--- config.mk ---
export PLATFORM = sky130hd
export DESIGN_NAME = tcc_core
export DESIGN_NICKNAME = d
export VERILOG_FILES = /design/src/hdl/tcc_pkg.sv /design/src/hdl/tcc_sync.sv /design/src/hdl/tcc_prescaler.sv /design/src/hdl/tcc_core.sv
export SDC_FILE = /design/constraint.sdc
export NUM_CORES = 1
export LEC_CHECK = 0
export ABC_CLOCK_PERIOD_IN_PS = 3410
export BUFFER_PORTS_ARGS = -buffer_cell sky130_fd_sc_hd__buf_2
export CAP_MARGIN = 25
export CORE_MARGIN = 1.5
export CORE_UTILIZATION = 30
export CTS_CLUSTER_DIAMETER = 120
export DETAILED_ROUTE_END_ITERATION = 10
export GPL_TIMING_DRIVEN = 0
export PLACE_DENSITY = 0.46
export SETUP_SLACK_MARGIN = 0.4
export SYNTH_ARGS = -nofsm -noshare
export SYNTH_HDL_FRONTEND = slang
export SYNTH_HIERARCHICAL = 1
export SYNTH_SLANG_ARGS = --single-unit
--- constraint.sdc ---
create_clock -name pclk -period 3.41 [get_ports pclk]
set_input_delay 0.1705 -clock pclk [delete_from_list [all_inputs] [get_ports pclk]]
set_output_delay 0.1705 -clock pclk [all_outputs]
set_load 0.02 [all_outputs]
--- src/hdl/tcc_pkg.sv ---
// Summary of operation
// - Up mode: overflow flag (bit 7) sets when counter wraps to zero after modulo.
// - Center-aligned: flag sets on the step down after reaching modulo.
// - Clear flag by reading it set, then writing 0; new overflow restarts sequence.
// - Writing 1 to the flag does nothing; reset clears the flag.
// - With interrupt enable (bit 6) set, interrupt request follows the flag.
// - Center-aligned select (bit 5): 0 counts up, 1 counts up/down, all channels.
// - Select 0: channels use their own mode bits.
// - Select 1: all channels run center-aligned PWM.
// - Clock source bits 4:3: off, bus clock, fixed system clock, external clock.
// - Fixed system clock and external clock are synchronised to the bus clock.
// - Prescale bits 2:0 divide the selected clock by two to the field value.
// - Prescaler sits after source selection and synchronisation.
// - Writing a counter byte clears the counter; reading one latches both until the other is read.
// - Reset, counter byte writes and status/control writes restart the buffer.
// - Reset clears the counter.
// - Debug mode freezes counter and buffer; counter byte reads then change nothing.
// - At modulo the counter restarts from zero or turns down; flag sets.
// - A write to one modulo byte holds off the flag until the other is written or status/control is written.
// - Reset loads modulo with zero: counter runs free over 16 bits.
package tcc_pkg;
	// ----------------------------------------------------------------
	// Register offsets (byte addresses)
	// ----------------------------------------------------------------
	localparam logic [7:0] ADDR_STATUS_CONTROL = 8'h00;
	localparam logic [7:0] ADDR_COUNTER_HIGH = 8'h04;
	localparam logic [7:0] ADDR_COUNTER_LOW = 8'h08;
	localparam logic [7:0] ADDR_MODULO_HIGH = 8'h0C;
	localparam logic [7:0] ADDR_MODULO_LOW = 8'h10;
	// ----------------------------------------------------------------
	// Status/control fields
	// ----------------------------------------------------------------
	localparam int BIT_OVERFLOW_FLAG = 7;
	localparam int BIT_IRQ_ENABLE = 6;
	localparam int BIT_CENTER_SELECT = 5;
	localparam int CLKSRC_MSB = 4;
	localparam int CLKSRC_LSB = 3;
	localparam int PRESCALE_MSB = 2;
	localparam int PRESCALE_LSB = 0;
	localparam logic [1:0] CLKSRC_OFF = 2'h0;
	localparam logic [1:0] CLKSRC_BUS = 2'h1;
	localparam logic [1:0] CLKSRC_FIXED = 2'h2;
	localparam logic [1:0] CLKSRC_EXT = 2'h3;
	// ----------------------------------------------------------------
	// Reset values
	// ----------------------------------------------------------------
	localparam logic [7:0] CONTROL_RESET = 8'h00;
	localparam logic [15:0] COUNTER_RESET = 16'h0000;
	localparam logic [15:0] MODULO_RESET = 16'h0000;
	localparam logic [15:0] COUNTER_TOP = 16'hFFFF;
	localparam logic [6:0] PRESCALE_RESET = 7'h00;
	localparam logic [6:0] PRESCALE_ONE = 7'h01;
	localparam logic [31:0] READ_ZERO = 32'h00000000;
	// ----------------------------------------------------------------
	// Channel mode output encoding
	// ----------------------------------------------------------------
	localparam logic [1:0] CHMODE_OWN = 2'h0;
	localparam logic [1:0] CHMODE_CENTER = 2'h1;
	// ----------------------------------------------------------------
	// Read-coherency buffer states
	// ----------------------------------------------------------------
	typedef enum logic [1:0] {
		BUF_OPEN,
		BUF_WAIT_LOW,
		BUF_WAIT_HIGH
	} tcc_buf_state_type;
endpackage

--- src/hdl/tcc_sync.sv ---
`timescale 1ns/10ps
module tcc_sync #(
	parameter int WIDTH = 2
) (
	// Clock and reset
	input wire logic pclk,
	input wire logic presetn,
	// Asynchronous levels in, synchronised levels out
	input wire logic [WIDTH-1:0] async_in,
	output logic [WIDTH-1:0] sync_out
);
	logic [WIDTH-1:0] stage1_reg;

	// Two flops per bit; only the second flop reads the first.
	always_ff @(posedge pclk or negedge presetn) begin
		if (!presetn) begin
			stage1_reg <= '0;
			sync_out <= '0;
		end else begin
			stage1_reg <= async_in;
			sync_out <= stage1_reg;
		end
	end
endmodule // tcc_sync

--- src/hdl/tcc_prescaler.sv ---
`timescale 1ns/10ps
module tcc_prescaler #(
	parameter int DIV_BITS = 7
) (
	// Clock and reset
	input wire logic pclk,
	input wire logic presetn,
	// Selected source tick and divide exponent
	input wire logic src_tick,
	input wire logic [2:0] prescale,
	// Counting tick, one pclk wide
	output logic count_tick
);
	logic [DIV_BITS-1:0] div_reg;
	logic [DIV_BITS-1:0] div_next;
	logic [DIV_BITS-1:0] div_mask;
	logic wrap;

	// Division by two to the field value follows whatever source is chosen.
	assign div_mask = DIV_BITS'((1 << prescale) - 1);
	assign wrap = ((div_reg & div_mask) == div_mask);
	assign div_next = wrap ? tcc_pkg::PRESCALE_RESET : div_reg + tcc_pkg::PRESCALE_ONE;

	always_ff @(posedge pclk or negedge presetn) begin
		if (!presetn) begin
			div_reg <= tcc_pkg::PRESCALE_RESET;
			count_tick <= 1'b0;
		end else begin
			count_tick <= src_tick && wrap;
			if (src_tick) begin
				div_reg <= div_next;
			end
		end
	end
endmodule // tcc_prescaler

--- src/hdl/tcc_core.sv ---
`timescale 1ns/10ps
module tcc_core (
	// APB slave
	input wire logic pclk,
	input wire logic presetn,
	input wire logic psel,
	input wire logic penable,
	input wire logic pwrite,
	input wire logic [7:0] paddr,
	input wire logic [31:0] pwdata,
	output logic [31:0] prdata,
	output logic pready,
	output logic pslverr,
	// Clock sources and debug state
	input wire logic fixed_system_clock,
	input wire logic ext_clock_in,
	input wire logic debug_active,
	// Timer outputs
	output logic overflow_irq,
	output logic [1:0] channel_mode,
	output logic [15:0] counter_value,
	output logic count_down
);
	// ----------------------------------------------------------------
	// Registers
	// ----------------------------------------------------------------
	logic overflow_flag_reg;
	logic overflow_irq_enable_reg;
	logic center_aligned_select_reg;
	logic [1:0] clock_source_field_reg;
	logic [2:0] prescale_field_reg;
	logic [15:0] counter_reg;
	logic [15:0] modulo_value_reg;
	logic [7:0] modulo_high_buf_reg;
	logic [7:0] modulo_low_buf_reg;
	logic mod_high_written_reg;
	logic mod_low_written_reg;
	logic down_reg;
	logic clear_armed_reg;
	logic [15:0] latch_reg;
	tcc_pkg::tcc_buf_state_type buf_state_reg;
	logic [1:0] sync_level;
	logic [1:0] sync_prev_reg;
	// ----------------------------------------------------------------
	// Bus decode
	// ----------------------------------------------------------------
	// The slave always answers with no wait states, so the access phase is
	// complete at the first edge on which psel and penable are both high. Side effects
	// of reads and writes happen on that edge only.
	wire access_done = psel && penable;
	wire wr = access_done && pwrite;
	wire rd = access_done && !pwrite;
	wire sel_sc = (paddr == tcc_pkg::ADDR_STATUS_CONTROL);
	wire sel_cnth = (paddr == tcc_pkg::ADDR_COUNTER_HIGH);
	wire sel_cntl = (paddr == tcc_pkg::ADDR_COUNTER_LOW);
	wire sel_modh = (paddr == tcc_pkg::ADDR_MODULO_HIGH);
	wire sel_modl = (paddr == tcc_pkg::ADDR_MODULO_LOW);
	wire mapped = sel_sc || sel_cnth || sel_cntl || sel_modh || sel_modl;
	wire wr_sc = wr && sel_sc;
	wire wr_cnt = wr && (sel_cnth || sel_cntl);
	wire rd_sc = rd && sel_sc;
	wire rd_cnth = rd && sel_cnth;
	wire rd_cntl = rd && sel_cntl;
	wire [7:0] sc_read = {overflow_flag_reg, overflow_irq_enable_reg,
		center_aligned_select_reg, clock_source_field_reg, prescale_field_reg};
	// ----------------------------------------------------------------
	// Clock sources
	// ----------------------------------------------------------------
	// Both slow sources are caught in the pclk domain before edge detection.
	tcc_sync #(.WIDTH(2)) u_sync (
		.pclk(pclk),
		.presetn(presetn),
		.async_in({ext_clock_in, fixed_system_clock}),
		.sync_out(sync_level)
	);
	wire [1:0] rise = sync_level & ~sync_prev_reg;
	// A slow source gives one tick per synchronised rising edge. Its high and low phases
	// must each span more than one pclk cycle, or edges can be lost in the synchroniser.
	logic src_tick;
	always_comb begin
		case (clock_source_field_reg)
			tcc_pkg::CLKSRC_BUS: src_tick = 1'b1;
			tcc_pkg::CLKSRC_FIXED: src_tick = rise[0];
			tcc_pkg::CLKSRC_EXT: src_tick = rise[1];
			default: src_tick = 1'b0;
		endcase
	end
	logic count_tick;
	tcc_prescaler #(.DIV_BITS(7)) u_prescaler (
		.pclk(pclk),
		.presetn(presetn),
		.src_tick(src_tick),
		.prescale(prescale_field_reg),
		.count_tick(count_tick)
	);
	// ----------------------------------------------------------------
	// Counter step and overflow
	// ----------------------------------------------------------------
	// Debug mode stops counting entirely, so no overflow can arise then.
	// Writes still reach the counter in debug mode, so software can clear it while halted.
	wire step = count_tick && !debug_active && (clock_source_field_reg != tcc_pkg::CLKSRC_OFF);
	// A zero modulo means free running over the full range. In up/down mode this leaves
	// the turn at the top of the range, which is why software should avoid it there.
	wire [15:0] top = (modulo_value_reg == tcc_pkg::MODULO_RESET) ?
		tcc_pkg::COUNTER_TOP : modulo_value_reg;
	wire at_top = (counter_reg >= top);
	wire at_zero = (counter_reg == tcc_pkg::COUNTER_RESET);
	logic [15:0] counter_next;
	logic down_next;
	logic ovf_event;
	always_comb begin
		counter_next = counter_reg;
		down_next = down_reg;
		ovf_event = 1'b0;
		if (!center_aligned_select_reg) begin
			down_next = 1'b0;
			if (at_top) begin
				counter_next = tcc_pkg::COUNTER_RESET;
				ovf_event = 1'b1;
			end else begin
				counter_next = counter_reg + 16'h0001;
			end
		end else if (down_reg) begin
			if (at_zero) begin
				down_next = 1'b0;
				counter_next = counter_reg + 16'h0001;
			end else begin
				counter_next = counter_reg - 16'h0001;
			end
		end else if (at_top) begin
			down_next = 1'b1;
			counter_next = counter_reg - 16'h0001;
			ovf_event = 1'b1;
		end else begin
			counter_next = counter_reg + 16'h0001;
		end
	end
	// Half-written modulo values suppress the flag.
	wire mod_pending = mod_high_written_reg ^ mod_low_written_reg;
	wire ovf_set = step && ovf_event && !mod_pending;
	// ----------------------------------------------------------------
	// Control register and overflow flag
	// ----------------------------------------------------------------
	always_ff @(posedge pclk or negedge presetn) begin
		if (!presetn) begin
			overflow_flag_reg <= 1'b0;
			overflow_irq_enable_reg <= 1'b0;
			center_aligned_select_reg <= 1'b0;
			clock_source_field_reg <= tcc_pkg::CONTROL_RESET[tcc_pkg::CLKSRC_MSB:tcc_pkg::CLKSRC_LSB];
			prescale_field_reg <= tcc_pkg::CONTROL_RESET[tcc_pkg::PRESCALE_MSB:tcc_pkg::PRESCALE_LSB];
			clear_armed_reg <= 1'b0;
		end else begin
			// The flag bit of the written byte is never stored; it only takes part in
			// the clear sequence below.
			if (wr_sc) begin
				overflow_irq_enable_reg <= pwdata[tcc_pkg::BIT_IRQ_ENABLE];
				center_aligned_select_reg <= pwdata[tcc_pkg::BIT_CENTER_SELECT];
				clock_source_field_reg <= pwdata[tcc_pkg::CLKSRC_MSB:tcc_pkg::CLKSRC_LSB];
				prescale_field_reg <= pwdata[tcc_pkg::PRESCALE_MSB:tcc_pkg::PRESCALE_LSB];
			end
			// A new overflow wins over a clear and disarms the sequence.
			if (ovf_set) begin
				overflow_flag_reg <= 1'b1;
				clear_armed_reg <= 1'b0;
			end else if (wr_sc && clear_armed_reg && !pwdata[tcc_pkg::BIT_OVERFLOW_FLAG]) begin
				overflow_flag_reg <= 1'b0;
				clear_armed_reg <= 1'b0;
			end else if (rd_sc && overflow_flag_reg) begin
				clear_armed_reg <= 1'b1;
			end
		end
	end
	// ----------------------------------------------------------------
	// Counter and modulo
	// ----------------------------------------------------------------
	always_ff @(posedge pclk or negedge presetn) begin
		if (!presetn) begin
			counter_reg <= tcc_pkg::COUNTER_RESET;
			down_reg <= 1'b0;
		end else if (wr_cnt) begin
			counter_reg <= tcc_pkg::COUNTER_RESET;
			down_reg <= 1'b0;
		end else if (step) begin
			counter_reg <= counter_next;
			down_reg <= down_next;
		end else if (!center_aligned_select_reg) begin
			// Leaving up/down mode drops the direction at once, not at the next count.
			down_reg <= 1'b0;
		end
	end
	always_ff @(posedge pclk or negedge presetn) begin
		if (!presetn) begin
			modulo_value_reg <= tcc_pkg::MODULO_RESET;
			modulo_high_buf_reg <= 8'h00;
			modulo_low_buf_reg <= 8'h00;
			mod_high_written_reg <= 1'b0;
			mod_low_written_reg <= 1'b0;
		end else if (wr_sc) begin
			// Control writes cancel a half-written modulo.
			mod_high_written_reg <= 1'b0;
			mod_low_written_reg <= 1'b0;
		end else if (wr && sel_modh) begin
			// Both bytes wait in buffers; the live limit changes only when the pair is
			// complete, so a half-written value never moves the wrap point.
			modulo_high_buf_reg <= pwdata[7:0];
			if (mod_low_written_reg) begin
				modulo_value_reg <= {pwdata[7:0], modulo_low_buf_reg};
				mod_low_written_reg <= 1'b0;
			end else begin
				mod_high_written_reg <= 1'b1;
			end
		end else if (wr && sel_modl) begin
			modulo_low_buf_reg <= pwdata[7:0];
			if (mod_high_written_reg) begin
				modulo_value_reg <= {modulo_high_buf_reg, pwdata[7:0]};
				mod_high_written_reg <= 1'b0;
			end else begin
				mod_low_written_reg <= 1'b1;
			end
		end
	end
	// ----------------------------------------------------------------
	// Read-coherency buffer
	// ----------------------------------------------------------------
	always_ff @(posedge pclk or negedge presetn) begin
		if (!presetn) begin
			buf_state_reg <= tcc_pkg::BUF_OPEN;
			latch_reg <= tcc_pkg::COUNTER_RESET;
		end else if (wr_cnt || wr_sc) begin
			buf_state_reg <= tcc_pkg::BUF_OPEN;
		end else if (!debug_active) begin
			case (buf_state_reg)
				tcc_pkg::BUF_OPEN: begin
					// While open the copy tracks the counter, so it already holds the value
					// that the leaving read returned; both halves then come from one count.
					if (rd_cnth) begin
						buf_state_reg <= tcc_pkg::BUF_WAIT_LOW;
					end else if (rd_cntl) begin
						buf_state_reg <= tcc_pkg::BUF_WAIT_HIGH;
					end else begin
						latch_reg <= counter_reg;
					end
				end
				tcc_pkg::BUF_WAIT_LOW: begin
					if (rd_cntl) begin
						buf_state_reg <= tcc_pkg::BUF_OPEN;
					end
				end
				tcc_pkg::BUF_WAIT_HIGH: begin
					if (rd_cnth) begin
						buf_state_reg <= tcc_pkg::BUF_OPEN;
					end
				end
				default: buf_state_reg <= tcc_pkg::BUF_OPEN;
			endcase
		end
	end
	// Live value when open; the latched copy once a byte has been read.
	wire [15:0] cnt_view = (buf_state_reg == tcc_pkg::BUF_OPEN) ? counter_reg : latch_reg;
	// ----------------------------------------------------------------
	// Read data and outputs
	// ----------------------------------------------------------------
	// Read data are taken in the setup cycle and held while pready stands.
	logic [31:0] rdata_next;
	always_comb begin
		rdata_next = tcc_pkg::READ_ZERO;
		if (sel_sc) begin
			rdata_next[7:0] = sc_read;
		end else if (sel_cnth) begin
			rdata_next[7:0] = cnt_view[15:8];
		end else if (sel_cntl) begin
			rdata_next[7:0] = cnt_view[7:0];
		end else if (sel_modh) begin
			rdata_next[7:0] = modulo_value_reg[15:8];
		end else if (sel_modl) begin
			rdata_next[7:0] = modulo_value_reg[7:0];
		end
	end
	// Answers take no wait state; pready is set from the setup cycle so every output comes from a flop.
	always_ff @(posedge pclk or negedge presetn) begin
		if (!presetn) begin
			pready <= 1'b0;
			pslverr <= 1'b0;
			prdata <= tcc_pkg::READ_ZERO;
			sync_prev_reg <= 2'b00;
			overflow_irq <= 1'b0;
			channel_mode <= tcc_pkg::CHMODE_OWN;
			counter_value <= tcc_pkg::COUNTER_RESET;
			count_down <= 1'b0;
		end else begin
			pready <= psel && !penable;
			pslverr <= psel && !penable && !mapped;
			prdata <= (psel && !penable && !pwrite) ? rdata_next : tcc_pkg::READ_ZERO;
			sync_prev_reg <= sync_level;
			overflow_irq <= overflow_irq_enable_reg && overflow_flag_reg;
			// Channels follow their own mode bits unless center-aligned is forced.
			channel_mode <= center_aligned_select_reg ? tcc_pkg::CHMODE_CENTER : tcc_pkg::CHMODE_OWN;
			// The counter and direction are copied out a cycle late; whoever compares
			// them must allow for that lag.
			counter_value <= counter_reg;
			count_down <= down_reg;
		end
	end
endmodule // tcc_core

==> qor.yml, run 1 <==
sta:
  timing.hold.ws_ns: 0.0487
  totalNegativeSetupSlack_ns: 0
  setup_viol: 0
  min_period_over_period_pct: 93.8
  tightest_slew_ns: 0.936
  slew_headroom_pct: 37.1
  final_max_slew_viol_count: 0
  finalHoldViolCount: 0
  finClkSkew_ns: 0.00730
  max_freq_mhz: 313
  rsz0062_at_grt: "true"
  min_period_ns: 3.20
  layout_setup_ws_ns: 0.210
worst_setup_path:
  crit_chain: "nor4_1 -> and4_1 -> clkbuf_8 -> clkbuf_16 -> nor2_4 -> ha_4 -> nor2b_1 -> o211ai_1 -> a311oi_4 -> buf_6 -> buf_4 -> nor3_4 -> nand3_1 -> a2bb2oi_1 -> a31oi_1"
  reg2regPathDepth: 15
  critical_path_class: "flip-flop to flip-flop"
  rrSetupSlack_ns: 0.21
  r2r_end: "counter_reg[2]"
  slowest_delay_ns: 0.42
  crit_slowest_cell: "dfrtp_2"
  crit_arrival_ns: 3.50
  r2r_start: "modulo_value_reg[0]"
  crit_fanout: 5
  critPathLaunchType: "flip-flop"
  crit_path_end_kind: "flip-flop"
  cp_data_required_time_ns: 3.71
clock_tree:
  cts_max_level: 4
  clk_path_buf_depth: 2
  root_buffer: "clkbuf_16"
  cts_tree: "built"
  cts-buffers-inserted: 17
  clock_latency_ns: 0.42
  clock_sinks: 121
  clk_pin_slew_ns: 0.06
layout:
  final_nets: 899
  drive_gt1_share_pct: 29.1
  syn_to_final_growth_pct: 30.6
  n_fill_cell: 2098
  seqCellArea_um2: 3040
  fin_cells: 1118
  final_util_pct: 40.2
  multi_input_area_um2: 3530
flow_run:
  drv_cap: 0
detailed_routing:
  drc: 0
  wl_met3_mm: 1.03
  highest_layer: "met4"
  num_vias: 5779
  vias_per_cell: 5.17
  antenna_left: 0
  wl_met2_mm: 9.93
  wl_mm: 20.7
  drtIter0Drc: 358
  m1WireLength_mm: 9.18
  detail_route.first_pass.iterations: 5
  routedWlPerCell_um: 18.5
die:
  start_util_pct: 30.8
  rows: 53
  die_area_um2: 22600
  die_y_um: 150
  dieWidth_um: 150
  io_pins: 102
  core_um2: 21200
hold_path:
  hold_start: "psel"
  worstHoldPathType: "input pin to flip-flop"
  whs_endpoint: "pready"
  min_path_cells: 2
power:
  p_int_mw: 2.56
  cellPowerDensity_nw_per_um2: 398
  combPwrFrac_pct: 6.4
  peakVddDrop_v: 0.000292
  swShare_pct: 24.4
  pwr-share-seq_pct: 43.2
  power_switching_mw: 0.824
  clkPwrFrac_pct: 50.4
  p_leak_nw: 4.01
outcome:
  status: "completed"
yosys:
  syn_inst: 701
  synth_cell_types: 67
  ys_ff_latch: 121
  netlist_top_cells_area: "dfrtp_1 47%, nand2_1 6.3%, mux2_2 5.4%"
  yosysWarnings: 6
  synthTopCellsByCount: "121 x dfrtp_1, 110 x nand2_1, 82 x nor2_1"
  ys_seq_area_share_pct: 46.5
  avgSynthCellArea_um2: 9.28
  yosys.area.top_type: "dfrtp_1"
  ys.flop_type: "dfrtp_1"
  yosysMostFrequentCell: "dfrtp_1"
  netlist_area_um2: 6510
  synth_top_area_share_pct: 46.5
  synth_edf_count: 0
  synthArstFlopShare_pct: 100
grt:
  grt_pass1_vias: 5812
  gr-total-overflow: 0
  grt_pass1_wl_mm: 31.9
  track_usage_pct: 18.8
  antenna_found_initial: 1
  grt_max_degree: 76
placed_design:
  port-buffer-count: 51
  place_inst: 1052
  place_congestion: 0.862
  place_ws_ns: -0.150
  dp_hpwl_mm: 14.9
## stage by stage
step / area, µm² / power, mW
after floorplan: 6700 / 1.61
after global placement: 7300 / 1.68
after detailed placement: 7330 / 1.69
after CTS: 8330 / 3.41
after global routing: 8500 / 3.49
final: 8500 / 3.38
## layer usage
| layer | vias to the layer above | GRT usage (%) |
|---|---|---|
| met3 | 44 | 4.09 |
| met2 | 185 | 30.6 |
| met4 | 0 | 7.79 |
| met1 | 2842 | 24.2 |
| met5 | - | 0 |
| li1 | 2708 | - |
## worst max path at each step
stage                    startpoint              end  slack, ns  cells after the start
6_report        modulo_value_reg[0]   counter_reg[2]       0.21                     15
5_1_grt        modulo_value_reg[10]  counter_reg[11]       0.04                     14
4_1_cts         modulo_value_reg[9]  counter_reg[14]       0.21                     14
3_5_place_dp   modulo_value_reg[14]   counter_reg[5]      -0.15                     14
3_3_place_gp   modulo_value_reg[12]   counter_reg[5]      -0.06                     14
2_1_floorplan  modulo_value_reg[14]  counter_reg[11]       0.40                     14
## cell families after synthesis
family,synth area share [%]
other,0.0576
xor gates and xnor gates,1.48
AOI/OAI and AO/OA,14.9
muxes,5.67
buffers and inverters,6.04
and+or+nand+nor,21.3
DFF,46.5
adders and majority gates,4.04
## power by group through the flow
| stage | sequential [mW] | combinational, mW | clock (mW) |
|---|---|---|---|
| finish | 1.46 | 0.217 | 1.70 |
| global route | 1.46 | 0.240 | 1.79 |
| CTS | 1.46 | 0.217 | 1.74 |
| detailed placement | 1.49 | 0.206 | 0 |
| global placement | 1.48 | 0.198 | 0 |
| floorplan | 1.48 | 0.122 | 0 |
## placed cells by master, fill, tap and decap left out, types with 15 or more instances in the layout
master / n
nand2_1: 110
dfrtp_1: 110
nor2_1: 73
buf_2: 53
buf_4: 48
a21oi_1: 37
mux2_2: 31
clkbuf_1: 28
conb_1: 25
a31oi_1: 19
clkbuf_16: 18
nand3_1: 16
and3_1: 15
ha_1: 15
## critical path, delay by kind of cell (launching register included)
kind,cells,cell delay [ns]
AND/OR/NAND/NOR,6,1.07
AO/OA/AOI/OAI,4,0.80
buffers and inverters,4,0.58
flip-flops,1,0.42
adder cells (fa/ha/maj),1,0.20
## area by class of cell
cell class	count	area share, %
antenna	1	0.0294
buffer	62	4.61
clock buffer	20	5.37
clock inverter	11	1.18
inverter	13	0.574
multi-input combinational	529	41.5
sequential	121	35.8
tap	275	4.05
timing repair buffer	86	6.91
## timing repair
item / CTS / global route
pin swaps: 17 / 18
endpoints found under the hold margin: 49 / 0
gates resized for setup: 49 / 24
setup buffers: 20 / 6
hold buffers: 4 / 0
gates cloned: 2 / 2
setup endpoints to repair: 18 / 19
Note: power is estimated with default switching activity, not from simulation.
==> run 2: changes to the inputs <==
--- a/config.mk
+++ b/config.mk
@@ -5,15 +5,16 @@
 export SDC_FILE = /design/constraint.sdc
 export NUM_CORES = 1
 export LEC_CHECK = 0
+export ABC_AREA = 1
 export ABC_CLOCK_PERIOD_IN_PS = 3410
 export BUFFER_PORTS_ARGS = -buffer_cell sky130_fd_sc_hd__buf_2
 export CAP_MARGIN = 25
 export CORE_MARGIN = 1.5
-export CORE_UTILIZATION = 30
+export CORE_UTILIZATION = 53
 export CTS_CLUSTER_DIAMETER = 120
 export DETAILED_ROUTE_END_ITERATION = 10
 export GPL_TIMING_DRIVEN = 0
-export PLACE_DENSITY = 0.46
+export PLACE_DENSITY = 0.75
 export SETUP_SLACK_MARGIN = 0.4
 export SYNTH_ARGS = -nofsm -noshare
 export SYNTH_HDL_FRONTEND = slang
==> run 2 against run 1 <==
Against the previous run: synthesized area grew 11%; clock skew grew 0.0034 ns; via count rose by 7.7%; clock power grew 12%; final area up 0.66%; combinational power rose to 3.2 times the previous value; largest cell class unchanged; critical path type unchanged; highest routed layer unchanged; synthesized cell count increased by 31%; die area shrank 37%.
==> qor.yml, run 2 <==
outcome:
  status: "completed"
hold_path:
  hold_start: "pwdata[5]"
  min_path_cells: 3  # +1
  whs_endpoint: "modulo_high_buf_reg[5]"
  worstHoldPathType: "input pin to flip-flop"
detailed_routing:
  wl_mm: 17.6  # -15%
  num_vias: 6222  # +7.7%
  detail_route.first_pass.iterations: 5  # unchanged
  drc: 0  # unchanged
  routedWlPerCell_um: 14.6  # -21%
  drtIter0Drc: 374  # +4.5%
  antenna_left: 0  # unchanged
  vias_per_cell: 5.14  # -0.52%
yosys:
  synthArstFlopShare_pct: 100  # unchanged
  synth_top_area_share_pct: 42.0  # -4.6 points
  syn_inst: 917  # +31%
  ys_seq_area_share_pct: 42.0  # -4.6 points
  yosys.area.top_type: "dfrtp_1"
  yosysMostFrequentCell: "nand2_1"
  ys_ff_latch: 121  # unchanged
  synth_edf_count: 0  # unchanged
  synth_cell_types: 44  # -34%
  ys.flop_type: "dfrtp_1"
  netlist_top_cells_area: "dfrtp_1 42%, nand2_1 11%, inv_1 5.7%"
  netlist_area_um2: 7220  # +11%
  synthTopCellsByCount: "205 x nand2_1, 121 x dfrtp_1, 110 x inv_1"
  yosysWarnings: 6  # unchanged
  avgSynthCellArea_um2: 7.87  # -15%
sta:
  totalNegativeSetupSlack_ns: 0  # unchanged
  tightest_slew_ns: 0.550  # -0.386 ns
  finClkSkew_ns: 0.0107  # +0.00335 ns
  setup_viol: 0  # unchanged
  rsz0062_at_grt: "false"
  min_period_ns: 2.75  # -0.449 ns
  final_max_slew_viol_count: 0  # unchanged
  slew_headroom_pct: 63.0  # +26 points
  max_freq_mhz: 364  # +16%
  min_period_over_period_pct: 80.7  # -13 points
  finalHoldViolCount: 0  # unchanged
layout:
  layout_common_cells: "203 x nand2_1, 121 x dfrtp_1, 110 x inv_1"
  antennaDiodeCount: 0  # -1
  drive_gt1_share_pct: 19.8  # -9.3 points
  syn_to_final_growth_pct: 18.6
  seqCellArea_um2: 3030  # -0.45%
  multi_input_area_um2: 3460  # -1.8%
  n_fill_cell: 1175  # -44%
  layout_commonest_cell: "nand2_1"
  final_nets: 1090  # +21%
  final_util_pct: 64.6  # +24 points
placed_design:
  port-buffer-count: 52  # +2.0%
  dp_hpwl_mm: 13.2  # -12%
  place_congestion: 0.973  # +13%
die:
  start_util_pct: 54.5  # +24 points
  io_pins: 102  # unchanged
  die_y_um: 120  # -20%
  die_area_um2: 14300  # -37%
  dieWidth_um: 120  # -20%
  rows: 42  # -21%
  core_um2: 13200  # -37%
clock_tree:
  cts-buffers-inserted: 17  # unchanged
  clock_sinks: 121  # unchanged
  clk_path_buf_depth: 2  # unchanged
  cts_tree: "built"
  root_buffer: "clkbuf_16"
  cts_max_level: 4  # unchanged
  clock_latency_ns: 0.43  # about the same
  clk_pin_slew_ns: 0.05  # about the same
worst_setup_path:
  crit_fanout: 10  # +5
  critical_path_class: "flip-flop to flip-flop"
  reg2regPathDepth: 16  # +1
  cp_data_required_time_ns: 3.71  # about the same
  r2r_start: "modulo_value_reg[11]"
  r2r_end: "counter_reg[12]"
  rrSetupSlack_ns: 0.66  # +0.45 ns
  critPathLaunchType: "flip-flop"
  crit_path_end_kind: "flip-flop"
  crit_arrival_ns: 3.05  # -0.45 ns
flow_run:
  drv_cap: 0  # unchanged
grt:
  antenna_found_initial: 0  # -1
  gr-total-overflow: 0  # unchanged
  grt_max_degree: 72  # -5.3%
  grt_pass1_vias: 5817  # +0.086%
  track_usage_pct: 25.7  # +6.8 points
  grt_pass1_wl_mm: 28.4  # -11%
power:
  p_leak_nw: 4.48  # +12%
  peakVddDrop_v: 0.000414  # +42%
  cellPowerDensity_nw_per_um2: 493  # +24%
-- run 2: final cells by class --
class                           count  area share (%)
Tap cell                          176            2.57
Timing Repair Buffer               61            4.31
Clock buffer                       20            5.34
Clock inverter                     12            2.00
Sequential cell                   121            35.4
Multi-Input combinational cell    642            40.5
Inverter                          124            5.46
Buffer                             54            4.43
-- run 2: power breakdown --
| part | total, mW | internal (mW) | leakage, nW | switching (mW) |
|---|---|---|---|---|
| logic | 0.691 | 0.262 | 2.58 | 0.429 |
| registers | 1.62 | 1.55 | 1.59 | 0.0651 |
| clock network | 1.91 | 1.26 | 0.302 | 0.656 |
-- run 2: critical path, stage by stage (launching register included) --
cell      delay, ns
dfrtp_1        0.39
inv_1          0.13
nand4_1        0.11
nor2_1         0.10
nand2_1        0.07
inv_1          0.17
clkbuf_4       0.24
nor2_1         0.06
ha_1           0.31
a21oi_1        0.15
o21ai_0        0.11
nor2_2         0.11
buf_4          0.15
nand3_4        0.11
clkbuf_4       0.22
nand4_1        0.08
nand3_1        0.09
-- run 2: worst max path at each step --
| stage | startpoint | end | slack (ns) |
|---|---|---|---|
| after floorplan | modulo_value_reg[14] | counter_reg[10] | 0.82 |
| after global placement | modulo_value_reg[14] | counter_reg[11] | 0.24 |
| after detailed placement | modulo_value_reg[14] | counter_reg[12] | 0.20 |
| after CTS | modulo_value_reg[14] | counter_reg[12] | 0.44 |
| after global routing | modulo_value_reg[9] | counter_reg[12] | 0.42 |
| final | modulo_value_reg[11] | counter_reg[12] | 0.66 |
-- run 2: what timing repair did --
| item | 4_1_cts | 5_1_grt |
|---|---|---|
| pin swaps | 0 | 1 |
| setup buffers | 0 | 2 |
| setup endpoints to repair | 14 | 19 |
| hold buffers | 6 | 0 |
| endpoints found under the hold margin | 55 | 0 |
| gates resized for setup | 3 | 6 |
-- run 2: metal layers --
layer / GRT usage, % / part of all wire, % / routed length [µm] / vias to the layer above
li1: - / - / - / 3117
met1: 33.0 / 45 / 7900 / 2890
met2: 42.2 / 48 / 8400 / 177
met3: 5.47 / 5.0 / 877 / 38
met4: 10.5 / 2.6 / 450 / 0
met5: 0 / 0 / 0 / -
-- run 2: cell families after synthesis --
| kind of cell | Yosys count | synth area share (%) |
|---|---|---|
| xor+xnor | 26 | 3.16 |
| flops | 121 | 42.0 |
| buf+inv | 178 | 11.6 |
| compound gates | 156 | 12.6 |
| fa+ha+maj | 21 | 3.64 |
| other cells | 1 | 0.0520 |
| simple gates | 413 | 26.8 |
| mux | 1 | 0.139 |
-- run 2: through the flow --
step                      instance area, µm²  hold WS (ns)  cells  power (mW)  setup WS, ns
final                                   8550        0.0128   1210        4.22         0.659
after global routing                    8550        0.0242   1210        4.41         0.420
after CTS                               8520       0.00349   1208        4.24         0.438
after detailed placement                7820         0.143   1170        2.32         0.203
after global placement                  7790         0.280   1169        2.29         0.243
after floorplan                         7310        -0.125    941        2.13         0.818
==> run 3: changes to the inputs <==
--- a/config.mk
+++ b/config.mk
@@ -6,7 +6,7 @@
 export NUM_CORES = 1
 export LEC_CHECK = 0
 export ABC_AREA = 1
-export ABC_CLOCK_PERIOD_IN_PS = 3410
+export ABC_CLOCK_PERIOD_IN_PS = 2220
 export BUFFER_PORTS_ARGS = -buffer_cell sky130_fd_sc_hd__buf_2
 export CAP_MARGIN = 25
 export CORE_MARGIN = 1.5
==> constraint.sdc (replaced) <==
create_clock -name pclk -period 2.22 [get_ports pclk]
set_input_delay 0.111 -clock pclk [delete_from_list [all_inputs] [get_ports pclk]]
set_output_delay 0.111 -clock pclk [all_outputs]
set_load 0.02 [all_outputs]
==> run 3 against run 2 <==
Against the previous run: clock skew decreased by 0.0013 ns; critical endpoint is now counter_reg[11]; global-route usage increased by 1.4 points; register-to-register slack got worse by 1.0 ns; cell count increased by 1.8%; the run now ends with negative setup slack left; sequential share of layout area decreased by 1.2 points; critical path type unchanged; setup slack got worse by 1.0 ns; first-iteration DRC count increased by 33%; power increased by 55%; highest routed layer unchanged.
==> qor.yml, run 3 (synthesis results as in run 2) <==
layout:
  layout_commonest_cell: "nand2_1"
  drive_gt1_share_pct: 23.6  # +3.8 points
  seqCellArea_um2: 3030  # about the same
  layout_common_cells: "199 x nand2_1, 119 x dfrtp_1, 99 x inv_1"
  n_fill_cell: 1136  # -3.3%
  fin_cells: 1232  # +1.8%
  fin_area_um2: 8870  # +3.7%
  multi_input_area_um2: 3560  # +2.7%
  antennaDiodeCount: 0  # unchanged
  final_nets: 1114  # +2.2%
  syn_to_final_growth_pct: 22.9
die:
  die_area_um2: 14300  # unchanged
  core_um2: 13200  # unchanged
  rows: 42  # unchanged
  start_util_pct: 54.5  # unchanged
  die_y_um: 120  # unchanged
  io_pins: 102  # unchanged
  dieWidth_um: 120  # unchanged
worst_setup_path:
  r2r_start: "modulo_value_reg[9]"
  critPathLaunchType: "flip-flop"
  crit_chain: "inv_2 -> nand4_1 -> nor2_1 -> nand2_1 -> inv_2 -> buf_6 -> nor2_1 -> ha_1 -> a21oi_1 -> a21oi_2 -> nor2_4 -> nand3_4 -> buf_6 -> nand4_1 -> nand3_1"
  cp_data_required_time_ns: 2.50  # -1.21 ns
  reg2regPathDepth: 15  # -1
  r2r_end: "counter_reg[11]"
  critical_path_class: "flip-flop to flip-flop"
  rrSetupSlack_ns: -0.35  # -1.01 ns
  crit_fanout: 8  # -2
  crit_start: "modulo_value_reg[9]"
  slowest_delay_ns: 0.42  # +0.03 ns
  crit_slowest_cell: "dfrtp_1"
  crit_arrival_ns: 2.85  # -0.20 ns
  crit_path_end_kind: "flip-flop"
detailed_routing:
  wl_mm: 18.7  # +6.0%
  drc: 0  # unchanged
  antenna_left: 0  # unchanged
  detail_route.first_pass.iterations: 8  # +3
  num_vias: 6464  # +3.9%
  drtIter0Drc: 496  # +33%
  routedWlPerCell_um: 15.2  # +4.1%
  vias_per_cell: 5.25  # +2.0%
outcome:
  status: "complete, but fails checks"
  violations: "negative setup slack"
power:
  p_leak_nw: 4.64  # +3.7%
  peakVddDrop_v: 0.000612  # +48%
  power_mw: 6.56  # +55%
  cellPowerDensity_nw_per_um2: 739  # +50%
clock_tree:
  clock_latency_ns: 0.42  # about the same
  root_buffer: "clkbuf_16"
  cts_max_level: 4  # unchanged
  clk_path_buf_depth: 2  # unchanged
  cts_tree: "built"
  clk_pin_slew_ns: 0.05  # about the same
  clock_sinks: 121  # unchanged
  cts-buffers-inserted: 17  # unchanged
grt:
  grt_pass1_vias: 6117  # +5.2%
  grt_max_degree: 73  # +1.4%
  gr-total-overflow: 0  # unchanged
  grt_pass1_wl_mm: 29.7  # +4.6%
  antenna_found_initial: 0  # unchanged
  track_usage_pct: 27.0  # +1.4 points
flow_run:
  drv_cap: 0  # unchanged
sta:
  finalHoldViolCount: 0  # unchanged
  totalNegativeSetupSlack_ns: -5.01  # -5.01 ns
  setup_viol: 19  # +19
  max_freq_mhz: 389  # +7.1%
  min_period_over_period_pct: 116  # +35 points
  slew_headroom_pct: 64.5  # +1.5 points
  final_max_slew_viol_count: 0  # unchanged
  min_period_ns: 2.57  # -0.182 ns
  tightest_slew_ns: 0.528  # -0.0223 ns
  rsz0062_at_grt: "true"
  timing.hold.ws_ns: 0.0443  # +0.0315 ns
  finClkSkew_ns: 0.00939  # -0.00126 ns
  layout_setup_ws_ns: -0.349  # -1.01 ns
placed_design:
  place_congestion: 0.946  # -2.8%
  port-buffer-count: 52  # unchanged
  place_inst: 1170  # unchanged
  dp_hpwl_mm: 13.3  # +0.89%
  place_area_um2: 7890  # +0.94%
hold_path:
  min_path_cells: 4  # +1
  worstHoldPathType: "input pin to flip-flop"
  hold_start: "pwrite"
  whs_endpoint: "prdata[7]"
-- run 3: changes by cell type in the layout (fill, tap and decap cells not counted), sizes merged --
cell         change
dlygate4sd3      +7
clkbuf           +1
buf             +19
clkinv           -2
clkinvlp         -3
-- run 3: critical path, delay by kind of cell (launching register included) --
family          cells  cell delay [ns]
compound gates      2             0.32
fa+ha+maj           1             0.29
buf+inv             4             0.53
flops               1             0.42
simple gates        8             0.88
-- run 3: final cells by class --
type                       count  share of cell area [%]
buffer                        54                    4.37
clock buffer                  23                    5.50
clock inverter                 7                    1.57
inverter                     124                    5.26
multi-input combinational    642                    40.1
sequential                   121                    34.2
tap                          176                    2.48
timing repair buffer          85                    6.52
-- run 3: worst max path at each step --
stage	cells past startpoint	end	slack, ns
after floorplan	19	counter_reg[7]	0.05
after global placement	1	u_prescaler/div_reg[2]	-0.46
after detailed placement	15	counter_reg[11]	-0.31
after CTS	19	counter_reg[5]	-0.25
after global routing	15	counter_reg[11]	-0.48
final	15	counter_reg[11]	-0.35
-- run 3: metrics by stage --
stage	setup slack [ns]	util (%)
after CTS	-0.249	66.1
after global placement	-0.462	59.4
after detailed placement	-0.309	59.6
after floorplan	0.0502	-
final	-0.349	67.0
after global routing	-0.480	67.0
-- run 3: what timing repair did --
item                       4_1_cts  5_1_grt
pin swaps                        7       11
gates cloned                     2        0
setup endpoints to repair       19       47
hold buffers                    13        0
hold endpoints to repair        66        0
gates resized for setup         11       21
setup buffers                   10        7
-- run 3: report_power, final --
part / switching [mW] / internal (mW)
sequential: 0.103 / 2.38
combinational: 0.687 / 0.450
clock: 0.952 / 1.98
-- run 3: layer usage --
layer / vias up / GRT usage, % / wire, µm / share of wire, %
li1: 3157 / - / - / -
met1: 3057 / 33.5 / 7980 / 43
met2: 202 / 44.2 / 9050 / 48
met3: 48 / 5.80 / 948 / 5.1
met4: 0 / 14.6 / 714 / 3.8
met5: - / 0 / 0 / 0
